===== config.mk =====
export PLATFORM = sky130hd
export DESIGN_NAME = amdec_core
export DESIGN_NICKNAME = d
export VERILOG_FILES = /design/src/rtl/amdec_core.v /design/src/rtl/amdec_stack.v
export VERILOG_INCLUDE_DIRS = /design/src /design/src/rtl
export SDC_FILE = /design/constraint.sdc
export NUM_CORES = 1
export LEC_CHECK = 0
export ABC_AREA = 1
export CAP_MARGIN = 0
export CELL_PAD_IN_SITES_DETAIL_PLACEMENT = 1
export CELL_PAD_IN_SITES_GLOBAL_PLACEMENT = 2
export CORE_ASPECT_RATIO = 1.2
export CORE_MARGIN = 4
export CORE_UTILIZATION = 37
export CTS_BUF_LIST = sky130_fd_sc_hd__clkbuf_16
export DETAILED_ROUTE_END_ITERATION = 16
export DONT_BUFFER_PORTS = 1
export GPL_TIMING_DRIVEN = 0
export PLACE_DENSITY = 0.87
export SLEW_MARGIN = 40
export SYNTH_ARGS = -nofsm -noshare
export SYNTH_HDL_FRONTEND = slang
export SYNTH_SLANG_ARGS = --single-unit

===== constraint.sdc =====
create_clock -name i_clock -period 3.7 [get_ports i_clock]
set_clock_uncertainty 0.15 [all_clocks]
set_input_delay 0.925 -clock i_clock [delete_from_list [all_inputs] [get_ports i_clock]]
set_output_delay 0.925 -clock i_clock [all_outputs]
set_load 0.01 [all_outputs]

===== src/rtl/amdec_defs.vh =====
`ifndef AMDEC_DEFS_VH
`define AMDEC_DEFS_VH

// Fixed data-space locations
`define AMDEC_X_ADDR 8'h80
`define AMDEC_ACC_ADDR 8'hff
`define AMDEC_SHORT_BASE 6'h20

// Vectors and stack shape
`define AMDEC_RST_VEC 12'hffe
`define AMDEC_IRQ_VEC 12'hffc
`define AMDEC_PC_W 12
`define AMDEC_STACK_DEPTH 4

// Instruction lengths in bytes
`define AMDEC_LEN1 2'h1
`define AMDEC_LEN2 2'h2
`define AMDEC_LEN3 2'h3

// Register/memory operation field
`define AMDEC_OP_LD 3'h0
`define AMDEC_OP_ST 3'h1
`define AMDEC_OP_ADD 3'h2
`define AMDEC_OP_SUB 3'h3
`define AMDEC_OP_CMP 3'h4
`define AMDEC_OP_AND 3'h5
`define AMDEC_OP_INC 3'h6
`define AMDEC_OP_DEC 3'h7

// Single opcodes
`define AMDEC_MOVI 8'hb0
`define AMDEC_RETI 8'hb2
`define AMDEC_RETS 8'hb3
`define AMDEC_COMA 8'hb4
`define AMDEC_ROLA 8'hb5
`define AMDEC_STOPI 8'hb6
`define AMDEC_WAITI 8'hb7

// Branch conditions, opcode bits 6:5
`define AMDEC_C_NE 2'h0
`define AMDEC_C_EQ 2'h1
`define AMDEC_C_CC 2'h2
`define AMDEC_C_CS 2'h3

`endif


===== src/rtl/amdec_core.v =====
// Notes on behaviour
// - Bit set/clear: bit from opcode, byte address from next byte.
// - Bit test-branch: three bytes, sign-extended offset added when true.
// - Test-branch target spans -126 to +129 from opcode address.
// - Test-branch copies tested bit into carry, taken or not.
// - Indirect: bit 4 picks X or Y pointer, one byte long.
// - Inherent: one byte, no operand fetch, opcode decides all.
// - Move-immediate: address byte then constant byte, constant stored.
// - Move-immediate leaves accumulator and zero/carry flags untouched.
// - Short branch: 32-opcode blocks, target is PC plus low five bits.
// - False branch condition falls through to next instruction.
// - Decode 42 operations across nine modes in five classes.
// - Read-modify-write reads, alters, writes back same location.
// - Register/memory ops other than increment and decrement use accumulator; jump and call take none.
// - Wait and stop decode only on the low-power variant.
// - Accumulator is data location 0xFF, reached like any byte.
// - Call and interrupt push PC on four-level stack; return pops.
`timescale 1ns/1ns
`include "amdec_defs.vh"
module amdec_core #(
  parameter LOW_POWER = 1,
  parameter [11:0] RST_VEC = `AMDEC_RST_VEC,
  parameter [11:0] IRQ_VEC = `AMDEC_IRQ_VEC,
  parameter DEPTH = `AMDEC_STACK_DEPTH
) (
  input wire i_clock,
  input wire i_nrst,
  input wire i_irq,
  output wire [11:0] o_pm_addr,
  input wire [7:0] i_pm_data,
  output wire [7:0] o_dm_addr,
  output wire o_dm_wr,
  output wire [7:0] o_dm_wdata,
  input wire [7:0] i_dm_rdata,
  input wire i_dm_ro,
  output wire o_carry,
  output wire o_zero,
  output wire o_halted
);
  localparam [2:0] S_FETCH = 3'h0;
  localparam [2:0] S_PTR = 3'h1;
  localparam [2:0] S_OPND = 3'h2;
  localparam [2:0] S_ACC = 3'h3;
  localparam [2:0] S_HALT = 3'h4;

  reg [2:0] state_q;
  reg [11:0] pc_q;
  reg [1:0] idx_q;
  reg [7:0] opc_q;
  reg [7:0] b2_q;
  reg [7:0] rel_q;
  reg [7:0] ea_q;
  reg [7:0] opnd_q;
  reg [2:0] aop_q;
  reg [7:0] dm_addr_q;
  reg [7:0] dm_wdata_q;
  reg dm_wr_q;
  reg carry_q;
  reg zero_q;
  reg isr_q;

  wire [11:0] stk_top;

  // Instruction length from the first byte
  function [1:0] op_len;
    input [7:0] o;
    begin
      casez (o)
        8'b0???_????: op_len = `AMDEC_LEN1;
        8'b100?_????: op_len = `AMDEC_LEN2;
        `AMDEC_MOVI: op_len = `AMDEC_LEN3;
        8'b101?_????: op_len = `AMDEC_LEN1;
        8'b1100_????: op_len = `AMDEC_LEN3;
        8'b1101_????: op_len = `AMDEC_LEN2;
        default: op_len = o[3] ? `AMDEC_LEN2 : `AMDEC_LEN1;
      endcase
    end
  endfunction

  // Program memory reads asynchronously from the registered PC
  wire [7:0] op = (idx_q == 2'h0) ? i_pm_data : opc_q;
  wire [1:0] len = op_len(op);
  wire last = (idx_q == len - 2'h1);
  wire [7:0] b2 = (idx_q == 2'h1) ? i_pm_data : b2_q;
  wire [11:0] pc_inc = pc_q + 12'h001;
  wire fetching = (state_q == S_FETCH);
  wire irq_take = fetching && (idx_q == 2'h0) && i_irq && !isr_q;
  wire [7:0] ptr_addr = `AMDEC_X_ADDR | {7'h00, op[4]};
  wire [7:0] short_ea = {`AMDEC_SHORT_BASE, op[1:0]};
  wire [11:0] short_tgt = pc_inc + {{7{op[4]}}, op[4:0]};
  wire [11:0] test_tgt = pc_q - 12'h001 + {{4{rel_q[7]}}, rel_q};
  wire tested = i_dm_rdata[opc_q[2:0]];
  wire [7:0] bit_mask = 8'h01 << opc_q[2:0];

  // Short branch condition on zero and carry
  reg cond_true;
  always @* begin
    case (op[6:5])
      `AMDEC_C_NE: cond_true = !zero_q;
      `AMDEC_C_EQ: cond_true = zero_q;
      `AMDEC_C_CC: cond_true = !carry_q;
      default: cond_true = carry_q;
    endcase
  end

  // Stack control: call at its last byte, interrupt before fetch
  wire is_call = fetching && last && !irq_take && (op[7:4] == 4'h8);
  wire is_ret = fetching && last && !irq_take &&
    ((op == `AMDEC_RETS) || (op == `AMDEC_RETI));
  wire stk_push = irq_take || is_call;
  wire [11:0] push_val = irq_take ? pc_q : pc_inc;

  amdec_stack #(
    .WIDTH(`AMDEC_PC_W),
    .DEPTH(DEPTH)
  ) u_stack (
    .i_clock(i_clock),
    .i_nrst(i_nrst),
    .i_push(stk_push),
    .i_pop(is_ret),
    .i_data(push_val),
    .o_top(stk_top)
  );

  // Accumulator ALU; acc arrives on the data bus in S_ACC
  reg [8:0] sum;
  reg [7:0] res;
  reg c_new;
  reg c_upd;
  reg acc_wr;
  always @* begin
    sum = 9'h000;
    res = i_dm_rdata;
    c_new = carry_q;
    c_upd = 1'b0;
    acc_wr = 1'b1;
    if (opc_q == `AMDEC_COMA) begin
      res = ~i_dm_rdata;
      c_new = 1'b1;
      c_upd = 1'b1;
    end else if (opc_q == `AMDEC_ROLA) begin
      res = {i_dm_rdata[6:0], carry_q};
      c_new = i_dm_rdata[7];
      c_upd = 1'b1;
    end else begin
      case (aop_q)
        `AMDEC_OP_LD: res = opnd_q;
        `AMDEC_OP_ST: acc_wr = 1'b0;
        `AMDEC_OP_ADD: begin
          sum = {1'b0, i_dm_rdata} + {1'b0, opnd_q};
          res = sum[7:0];
          c_new = sum[8];
          c_upd = 1'b1;
        end
        `AMDEC_OP_AND: res = i_dm_rdata & opnd_q;
        default: begin
          // Subtract and compare; compare keeps the accumulator
          sum = {1'b0, i_dm_rdata} - {1'b0, opnd_q};
          res = sum[7:0];
          c_new = sum[8];
          c_upd = 1'b1;
          acc_wr = (aop_q != `AMDEC_OP_CMP);
        end
      endcase
    end
  end

  // Sequencer: fetch bytes, then walk the data-space accesses
  always @(posedge i_clock or negedge i_nrst) begin
    if (!i_nrst) begin
      state_q <= S_FETCH;
      pc_q <= RST_VEC;
      idx_q <= 2'h0;
      opc_q <= 8'h00;
      b2_q <= 8'h00;
      rel_q <= 8'h00;
      ea_q <= 8'h00;
      opnd_q <= 8'h00;
      aop_q <= `AMDEC_OP_LD;
      dm_addr_q <= 8'h00;
      dm_wdata_q <= 8'h00;
      dm_wr_q <= 1'b0;
      carry_q <= 1'b0;
      zero_q <= 1'b0;
      isr_q <= 1'b0;
    end else begin
      dm_wr_q <= 1'b0;
      case (state_q)
        S_FETCH: begin
          if (irq_take) begin
            pc_q <= IRQ_VEC;
            isr_q <= 1'b1;
          end else begin
            pc_q <= pc_inc;
            if (idx_q == 2'h0) begin
              opc_q <= i_pm_data;
            end
            if (idx_q == 2'h1) begin
              b2_q <= i_pm_data;
            end
            if (!last) begin
              idx_q <= idx_q + 2'h1;
            end else begin
              idx_q <= 2'h0;
              // Class decode of the whole opcode space
              casez (op)
                8'b0???_????: begin
                  if (cond_true) begin
                    pc_q <= short_tgt;
                  end
                end
                8'b100?_????: begin
                  pc_q <= {op[3:0], b2};
                end
                `AMDEC_MOVI: begin
                  // No acc read, no flag update on this path
                  dm_addr_q <= b2_q;
                  dm_wdata_q <= i_pm_data;
                  dm_wr_q <= 1'b1;
                end
                `AMDEC_RETS: pc_q <= stk_top;
                `AMDEC_RETI: begin
                  pc_q <= stk_top;
                  isr_q <= 1'b0;
                end
                `AMDEC_COMA, `AMDEC_ROLA: begin
                  dm_addr_q <= `AMDEC_ACC_ADDR;
                  state_q <= S_ACC;
                end
                `AMDEC_STOPI, `AMDEC_WAITI: begin
                  // Other variants run these as no-ops
                  if (LOW_POWER != 0) begin
                    state_q <= S_HALT;
                  end
                end
                8'b101?_1???: begin
                  ea_q <= short_ea;
                  // Bits 4 and 2 pick increment, load, decrement, store
                  aop_q <= {~op[2], ~op[2], op[4]};
                  if (op[4] && op[2]) begin
                    dm_addr_q <= `AMDEC_ACC_ADDR;
                    state_q <= S_ACC;
                  end else begin
                    dm_addr_q <= short_ea;
                    state_q <= S_OPND;
                  end
                end
                8'b1100_????: begin
                  ea_q <= b2_q;
                  rel_q <= i_pm_data;
                  dm_addr_q <= b2_q;
                  state_q <= S_OPND;
                end
                8'b1101_????: begin
                  ea_q <= b2;
                  dm_addr_q <= b2;
                  state_q <= S_OPND;
                end
                8'b111?_????: begin
                  aop_q <= op[2:0];
                  if (!op[3]) begin
                    dm_addr_q <= ptr_addr;
                    state_q <= S_PTR;
                  end else if (!op[4]) begin
                    opnd_q <= b2;
                    dm_addr_q <= `AMDEC_ACC_ADDR;
                    state_q <= S_ACC;
                  end else begin
                    ea_q <= b2;
                    if (op[2:0] == `AMDEC_OP_ST) begin
                      dm_addr_q <= `AMDEC_ACC_ADDR;
                      state_q <= S_ACC;
                    end else begin
                      dm_addr_q <= b2;
                      state_q <= S_OPND;
                    end
                  end
                end
                default: ;
              endcase
            end
          end
        end
        S_PTR: begin
          ea_q <= i_dm_rdata;
          if (aop_q == `AMDEC_OP_ST) begin
            dm_addr_q <= `AMDEC_ACC_ADDR;
            state_q <= S_ACC;
          end else begin
            dm_addr_q <= i_dm_rdata;
            state_q <= S_OPND;
          end
        end
        S_OPND: begin
          opnd_q <= i_dm_rdata;
          state_q <= S_FETCH;
          casez (opc_q)
            8'b1101_????: begin
              // Read-only byte: skip the write back
              if (!i_dm_ro) begin
                dm_wr_q <= 1'b1;
                dm_wdata_q <= opc_q[3] ? (i_dm_rdata | bit_mask) :
                  (i_dm_rdata & ~bit_mask);
              end
            end
            8'b1100_????: begin
              carry_q <= tested;
              if (tested == opc_q[3]) begin
                pc_q <= test_tgt;
              end
            end
            default: begin
              if (aop_q == `AMDEC_OP_INC || aop_q == `AMDEC_OP_DEC) begin
                dm_wr_q <= 1'b1;
                dm_wdata_q <= (aop_q == `AMDEC_OP_INC) ?
                  i_dm_rdata + 8'h01 : i_dm_rdata - 8'h01;
                zero_q <= (aop_q == `AMDEC_OP_INC) ?
                  (i_dm_rdata == 8'hff) : (i_dm_rdata == 8'h01);
              end else begin
                dm_addr_q <= `AMDEC_ACC_ADDR;
                state_q <= S_ACC;
              end
            end
          endcase
        end
        S_ACC: begin
          state_q <= S_FETCH;
          zero_q <= (res == 8'h00);
          if (c_upd) begin
            carry_q <= c_new;
          end
          if (opc_q[7:5] == 3'h7 || opc_q[7:5] == 3'h5) begin
            if (!acc_wr && aop_q == `AMDEC_OP_ST &&
                opc_q != `AMDEC_COMA && opc_q != `AMDEC_ROLA) begin
              dm_addr_q <= ea_q;
              dm_wdata_q <= i_dm_rdata;
              dm_wr_q <= 1'b1;
            end else if (acc_wr) begin
              dm_wdata_q <= res;
              dm_wr_q <= 1'b1;
            end
          end
        end
        S_HALT: begin
          // Any interrupt request wakes the core
          if (i_irq) begin
            state_q <= S_FETCH;
          end
        end
        default: state_q <= S_FETCH;
      endcase
    end
  end

  assign o_pm_addr = pc_q;
  assign o_dm_addr = dm_addr_q;
  assign o_dm_wr = dm_wr_q;
  assign o_dm_wdata = dm_wdata_q;
  assign o_carry = carry_q;
  assign o_zero = zero_q;
  assign o_halted = (state_q == S_HALT);
endmodule // amdec_core


===== src/rtl/amdec_stack.v =====
`timescale 1ns/1ns
`include "amdec_defs.vh"
// Shift stack for return addresses; oldest entry falls off the bottom
module amdec_stack #(
  parameter WIDTH = `AMDEC_PC_W,
  parameter DEPTH = `AMDEC_STACK_DEPTH
) (
  input wire i_clock,
  input wire i_nrst,
  input wire i_push,
  input wire i_pop,
  input wire [WIDTH-1:0] i_data,
  output wire [WIDTH-1:0] o_top
);
  reg [WIDTH-1:0] lvl_q [0:DEPTH-1];
  integer k;

  // Push shifts down, pop shifts up, each in one cycle; push wins over pop
  always @(posedge i_clock or negedge i_nrst) begin
    if (!i_nrst) begin
      for (k = 0; k < DEPTH; k = k + 1) begin
        lvl_q[k] <= {WIDTH{1'b0}};
      end
    end else if (i_push) begin
      lvl_q[0] <= i_data;
      for (k = 1; k < DEPTH; k = k + 1) begin
        lvl_q[k] <= lvl_q[k-1];
      end
    end else if (i_pop) begin
      for (k = 0; k < DEPTH - 1; k = k + 1) begin
        lvl_q[k] <= lvl_q[k+1];
      end
    end
  end

  assign o_top = lvl_q[0];
endmodule // amdec_stack


# Word level (Yosys, flattened, before mapping)
# Index checks and enable logic that the tools add are counted.
[totals]
output_inout_bits = 32
elab_cells = 260
register_bits = 128
in_bits = 20
[op_classes]
n_reduce_logical = 54
n_shift = 1
n_eq_ne = 65
n_addsub = 10
n_bitwise = 8
n_mux = 102
magnitude_cmp = 1
[op_table]
columns = ["operator", "n"]
rows = [
  ["2-to-1 mux 8 bit", 33],
  ["case mux 8 bit (4 select lines)", 3],
  ["2-to-1 mux 12 bit", 7],
  ["== test 8 bit (second input constant)", 10],
  ["2-to-1 mux 36 bit", 2],
  ["case mux 8 bit (2 select lines)", 3],
  ["case mux 8 bit (5 select lines)", 1],
  ["case mux 12 bit (3 select lines)", 1],
  ["2-to-1 mux 1 bit", 28],
  ["!= test 2 bit (second input constant)", 14],
  ["== test 3 bit (second input constant)", 9],
  ["adder 12 bit", 2],
  ["== test 4 bit (second input constant)", 6],
  ["case mux 12 bit (2 select lines)", 1],
  ["case mux 8 bit (3 select lines)", 1],
  ["!= test 3 bit (second input constant)", 6],
  ["bitwise AND 8 bit", 2],
  ["!= test 8 bit (second input constant)", 2],
  ["NOT 8 bit", 2],
  ["AND reduction 4 bit", 4],
  ["case mux 3 bit (5 select lines)", 1],
  ["nonzero test 2 bit", 7],
  ["adder 12 x 1 -> 12 bit (second input constant)", 1],
  ["!= test 6 x 2 -> 1 bit (second input constant)", 2],
  ["45 further kinds", 93],
]

# Logic depth before layout (Yosys ltp)
[logic_depth]
ltp_word = 12
ltp_mapped = 24
depth_no_buf = 24

# Modules after synthesis
# Synthesis repeated with hierarchy kept, for this count alone.
[unflattened]
cells_unflattened = 1649
area_unflattened_um2 = 10936.7
[modules_own_cells]
columns = ["module", "seq_area_each_um2", "cells_each", "area_per_inst_um2", "n_inst"]
rows = [
  ["amdec_core", 2015.7, 1389, 8660.8, 1],
  ["amdec_stack", 1201.2, 260, 2275.9, 1],
]

# Worst setup path after synthesis
# No wires, ideal clock.
[synth_path]
kind = "register to register"
startpoint = "register pc_q[2], in the netlist o_pm_addr[2]"
endpoint = "register pc_q[11], in the netlist o_pm_addr[11]"
required_ns = 3.477
path_buffers = 0
path_slack_ns = 0.847
setup_ns = 0.073
stages_incl_launch_ff = 21
t_arrival_ns = 2.630
cell_sequence = "dfstp_2 -> nand2_1 -> nor2_1 -> nand3_1 -> nor2_1 -> nand2_1 -> xor2_1 -> ha_1 -> nand2_1 -> inv_1 -> a21oi_1 -> nand3_1 -> nand2_1 -> nand3_1 -> nand2_1 -> nand3_1 -> nand2_1 -> nand2_1 -> nand2_1 -> nand2_1 -> a21oi_1"
[synth_via]
elab_chain_len = 8
[synth_rtl]
columns = ["element", "line_no", "source"]
rows = [
  ["start: declaration", "amdec_core.v:47", "reg [11:0] pc_q;"],
  ["start signal: assignment", "amdec_core.v:194", "pc_q <= pc_inc;"],
  ["start signal: assignment", "amdec_core.v:209", "pc_q <= short_tgt;"],
  ["start signal: assignment", "amdec_core.v:213", "pc_q <= {op[3:0], b2};"],
  ["adder 12 x 1 -> 12 bit", "amdec_core.v:85", "wire [11:0] pc_inc = pc_q + 12'h001;"],
  ["adder 12 bit", "amdec_core.v:90", "wire [11:0] short_tgt = pc_inc + {{7{op[4]}}, op[4:0]};"],
  ["2-to-1 mux 12 bit", "amdec_core.v:208", "if (cond_true) begin"],
  ["2-to-1 mux 12 bit", "amdec_core.v:206", "casez (op)"],
  ["case mux 12 bit (3 select lines)", "amdec_core.v:206", ""],
  ["2-to-1 mux 12 bit", "amdec_core.v:201", "if (!last) begin"],
  ["2-to-1 mux 12 bit", "amdec_core.v:190", "if (irq_take) begin"],
  ["case mux 12 bit (2 select lines) (*)", "amdec_core.v:188", "case (state_q)"],
]
# Every way passes the cells marked *; elsewhere a longest branch is shown, timed or not. The select of a mux whose other input is x is not followed.
# A chain may end at the register's enable or synchronous reset.

# Worst setup path in the final report
[layout_path]
startpoint = "register idx_q[1]"
endpoint = "register pc_q[9], in the netlist o_pm_addr[9]"
[layout_lines]
columns = ["element", "line_no", "source"]
rows = [
  ["start: declaration", "amdec_core.v:48", "reg [1:0] idx_q;"],
  ["start signal: assignment", "amdec_core.v:202", "idx_q <= idx_q + 2'h1;"],
  ["logical NOT 2 bit (*)", "amdec_core.v:81", "wire [7:0] op = (idx_q == 2'h0) ? i_pm_data : opc_q;"],
  ["2-to-1 mux 8 bit (*)", "--", ""],
  ["via op[2]", "amdec_core.v:81", ""],
  ["adder 12 bit or == test 8 bit (tied branches)", "amdec_core.v:90, amdec_core.v:68", ""],
  ["2-to-1 mux 12 bit or case mux 2 bit (3 select lines) (tied branches)", "amdec_core.v:208, amdec_core.v:68", ""],
  ["2-to-1 mux 12 bit or subtractor 2 x 1 -> 2 bit (tied branches)", "amdec_core.v:206, amdec_core.v:83", ""],
  ["case mux 12 bit (3 select lines) or == test 2 bit (tied branches)", "amdec_core.v:206, amdec_core.v:83", ""],
  ["2-to-1 mux 12 bit (*)", "amdec_core.v:201", ""],
  ["2-to-1 mux 12 bit (*)", "amdec_core.v:190", ""],
  ["case mux 12 bit (2 select lines) (*)", "amdec_core.v:188", ""],
]
# The timed path passes the listed nets; every way through them passes the cells marked *. The select of a mux whose other input is x is not followed.

==> results.ini <==
[setup_path]
startpoint_type = flop
path_max_fanout = 10
crit_path_end_kind = flop
r2r-start = idx_q[1]
r2r_end = o_pm_addr[9]
arrival_ns = 3.74
path_class = flop to flop
cp_data_required_time_ns = 3.90
crit_path_start = idx_q[1]
critPathCapture = o_pm_addr[9]
r2r_slack_ns = 0.15
reg2reg_depth = 20

[route]
drt_iter0_markers = 675
remaining_drc_errors = 0
wirelength_um = 44200
wl_per_cell_um = 21.1
wl_met1_um = 17900
vias = 11700
met2_length_um = 22200
routed-wl-met3_um = 1620
ant_nets = 0
via_per_inst = 5.60
drt_first_pass_iters = 5
highest_layer = met4

[synth]
synth_seq_cells = 128
synth_edf_count = 0
synth.cell_area_sq_um = 11000
synthDistinctLibCells = 54
async_flop_share = 1.00
synth_top_area_frac = 0.267
syn_inst = 1673
synth_common_cells = nand2_1, inv_1, o21ai_0
synth_nets = 1751
synth_area_leaders = dfrtp_1, nand2_1, inv_1, o21ai_0, ha_1
avgSynthCellArea_sq_um = 6.55
ys_warn_count = 0
synth_top_area_cell = dfrtp_1
post-synth-top-count-cell = nand2_1
seq_area_frac_synth = 0.294
synthFlopType = dfrtp_1

[global_route]
grt_antenna_before_repair = 0
grt_max_degree = 129
globalRouteOverflowTotal = 0
grt_pass1_vias = 12100
track_usage = 0.275
grt_first_pass_wirelength_um = 69100

[finish]
fillers = 3807
diodes = 0
drive_above_1_share = 0.0766
fin_nets = 1775
instances_no_fill = 2095
area_delta_synth_final_pct = 11.6
multi_input_area_sq_um = 6730
regArea_sq_um = 3220
post-route-util = 0.421

[sta]
tns_ns = 0
hold_ws_ns = 0.0644
slew_viol_final = 0
fmax_mhz = 282
rsz0062_at_grt = yes
hold_viol = 0
relSlewSlack = 0.448
setup_violations = 0
period_share = 0.958
tightest_slew_ns = 0.829
min_period_ns = 3.55

[power]
power_density_nw_per_um2 = 1120
pwr-share-seq = 0.206
internal_power_uw = 6060
vdd_drop_max_v = 0.000433
netSwitchingFraction = 0.556
power.clock.fraction = 0.132
pwr-share-comb = 0.662
p_sw_uw = 7580
leakage_uw = 0.00596

[cts]
ctsHtreeMaxLevel = 4
clk-insertion-delay-late_ns = 0.44
clock_sinks = 128
clk_pin_slew_ns = 0.06
cts_hold_buffers = 0
root_buffer = clkbuf_16
cts_buffers = 17
cts_buffer_depth = 2
cts_tree = yes

[run_status]
status = finished clean

[placement]
dp_cells = 2058
gp_congestion = 0.920
io_buffers = 0
dp_hpwl_um = 34500

[floorplanning]
die_w_um = 165
die_h_um = 196
rows = 68
initial_core_util = 0.378
io-pin-count = 52
dieArea_sq_um = 32400
core_area_sq_um = 29000

[worst_hold_path]
hold_path_class = input port to async pin

[job]
drv_cap = 0

## placed cells by master, fill, tap and decap left out, types with 17 or more instances in the layout
master,synthesis,final
inv_1,204,203
o21ai_0,146,144
a21oi_1,104,102
dfrtp_1,117,117
clkbuf_16,0,17
clkbuf_1,40,35
nand3_1,128,127
nor2_1,127,122
ha_1,54,51
nand4_1,76,76
nand2_1,467,466
## power groups by stage
| stage | Clock [uW] | Sequential, uW | Combinational [uW] |
|---|---|---|---|
| 2_1_floorplan | 0 | 2570 | 6260 |
| 3_3_place_gp | 0 | 2790 | 8610 |
| 3_5_place_dp | 0 | 2810 | 8810 |
| 4_1_cts | 1820 | 2800 | 8880 |
| 5_1_grt | 1890 | 2900 | 10100 |
| 6_report | 1800 | 2820 | 9030 |
## sequential cells by signal, indices dropped and copies added (netlist names)
signal / count
o_dm_addr: 8
opnd_q: 8
idx_q: 2
ea_q: 8
state_q: 3
o_zero: 1
rel_q: 8
o_pm_addr: 12
o_dm_wr: 1
isr_q: 1
aop_q: 3
b2_q: 8
o_dm_wdata: 8
o_carry: 1
u_stack.o_top: 12
opc_q: 8
u_stack.lvl_q: 36
## worst min path at each step
stage / end / slack [ns] / depth (start not counted)
after CTS: opc_q[4] / 0.03 / 0
after global placement: u_stack.lvl_q[1] / 0.31 / 2
final: o_carry / 0.06 / 0
after detailed placement: u_stack.lvl_q[0] / 0.31 / 2
after floorplan: u_stack.lvl_q[0] / 0.29 / 2
after global routing: o_dm_wdata[2] / 0.04 / 0
## final cells by class
cell class              count  share of cell area
flip-flops and latches    128               0.263
multi-input cells        1268               0.550
inverters                 208              0.0641
repair buffers              5             0.00409
well taps                 385              0.0394
plain buffers              69              0.0292
clock buffers              17              0.0348
clock inverters            15              0.0150
## worst max-delay path: stages (launching register included)
cell and delay, ns:
dfrtp_1 0.40, inv_1 0.14, ha_1 0.26, buf_6 0.20
buf_6 0.18, nand2_1 0.10, o21ai_4 0.16, inv_2 0.13
ha_2 0.36, a21oi_1 0.17, nand2_2 0.12, a21oi_2 0.17
nor2_1 0.08, o21ai_0 0.22, nand3_1 0.13, nand2_1 0.10
nand2_1 0.06, nand2_1 0.06, nand2_1 0.07, nand3_1 0.08
o21ai_0 0.10
## logic make-up (layout without fill, tap and decap cells)
logic type | count (synthesis) | count (layout) | share of synthesized area
DFF | 128 | 128 | 0.294
buffers and inverters | 277 | 314 | 0.103
AOI/OAI and AO/OA | 346 | 346 | 0.180
and+or+nand+nor | 841 | 841 | 0.336
xor gates and xnor gates | 23 | 23 | 0.0184
adders and majority gates | 58 | 58 | 0.0690
## metrics by stage
stage          area (sq um)  setup slack, ns  total power (uW)
6_report              12200            0.154             13600
2_1_floorplan         11000            0.847              8830
3_3_place_gp          11400          -0.0298             11400
3_5_place_dp          11400          -0.0684             11600
4_1_cts               12100           0.0156             13500
5_1_grt               12200          -0.0436             14900
## repair_timing
action                                  in CTS  in global routing
hold endpoints to repair                     0                  0
resized for setup                            3                 34
pin swaps                                    0                  4
setup buffers                                0                  5
endpoints found under the setup margin       3                 76
## layer usage
| layer | global-route usage | vias to the layer above |
|---|---|---|
| met4 | 0.144 | 0 |
| li1 | - | 5616 |
| met2 | 0.480 | 255 |
| met5 | 0 | - |
| met3 | 0.0372 | 95 |
| met1 | 0.325 | 5769 |
No activity file was read; power rests on OpenSTA's default activity.
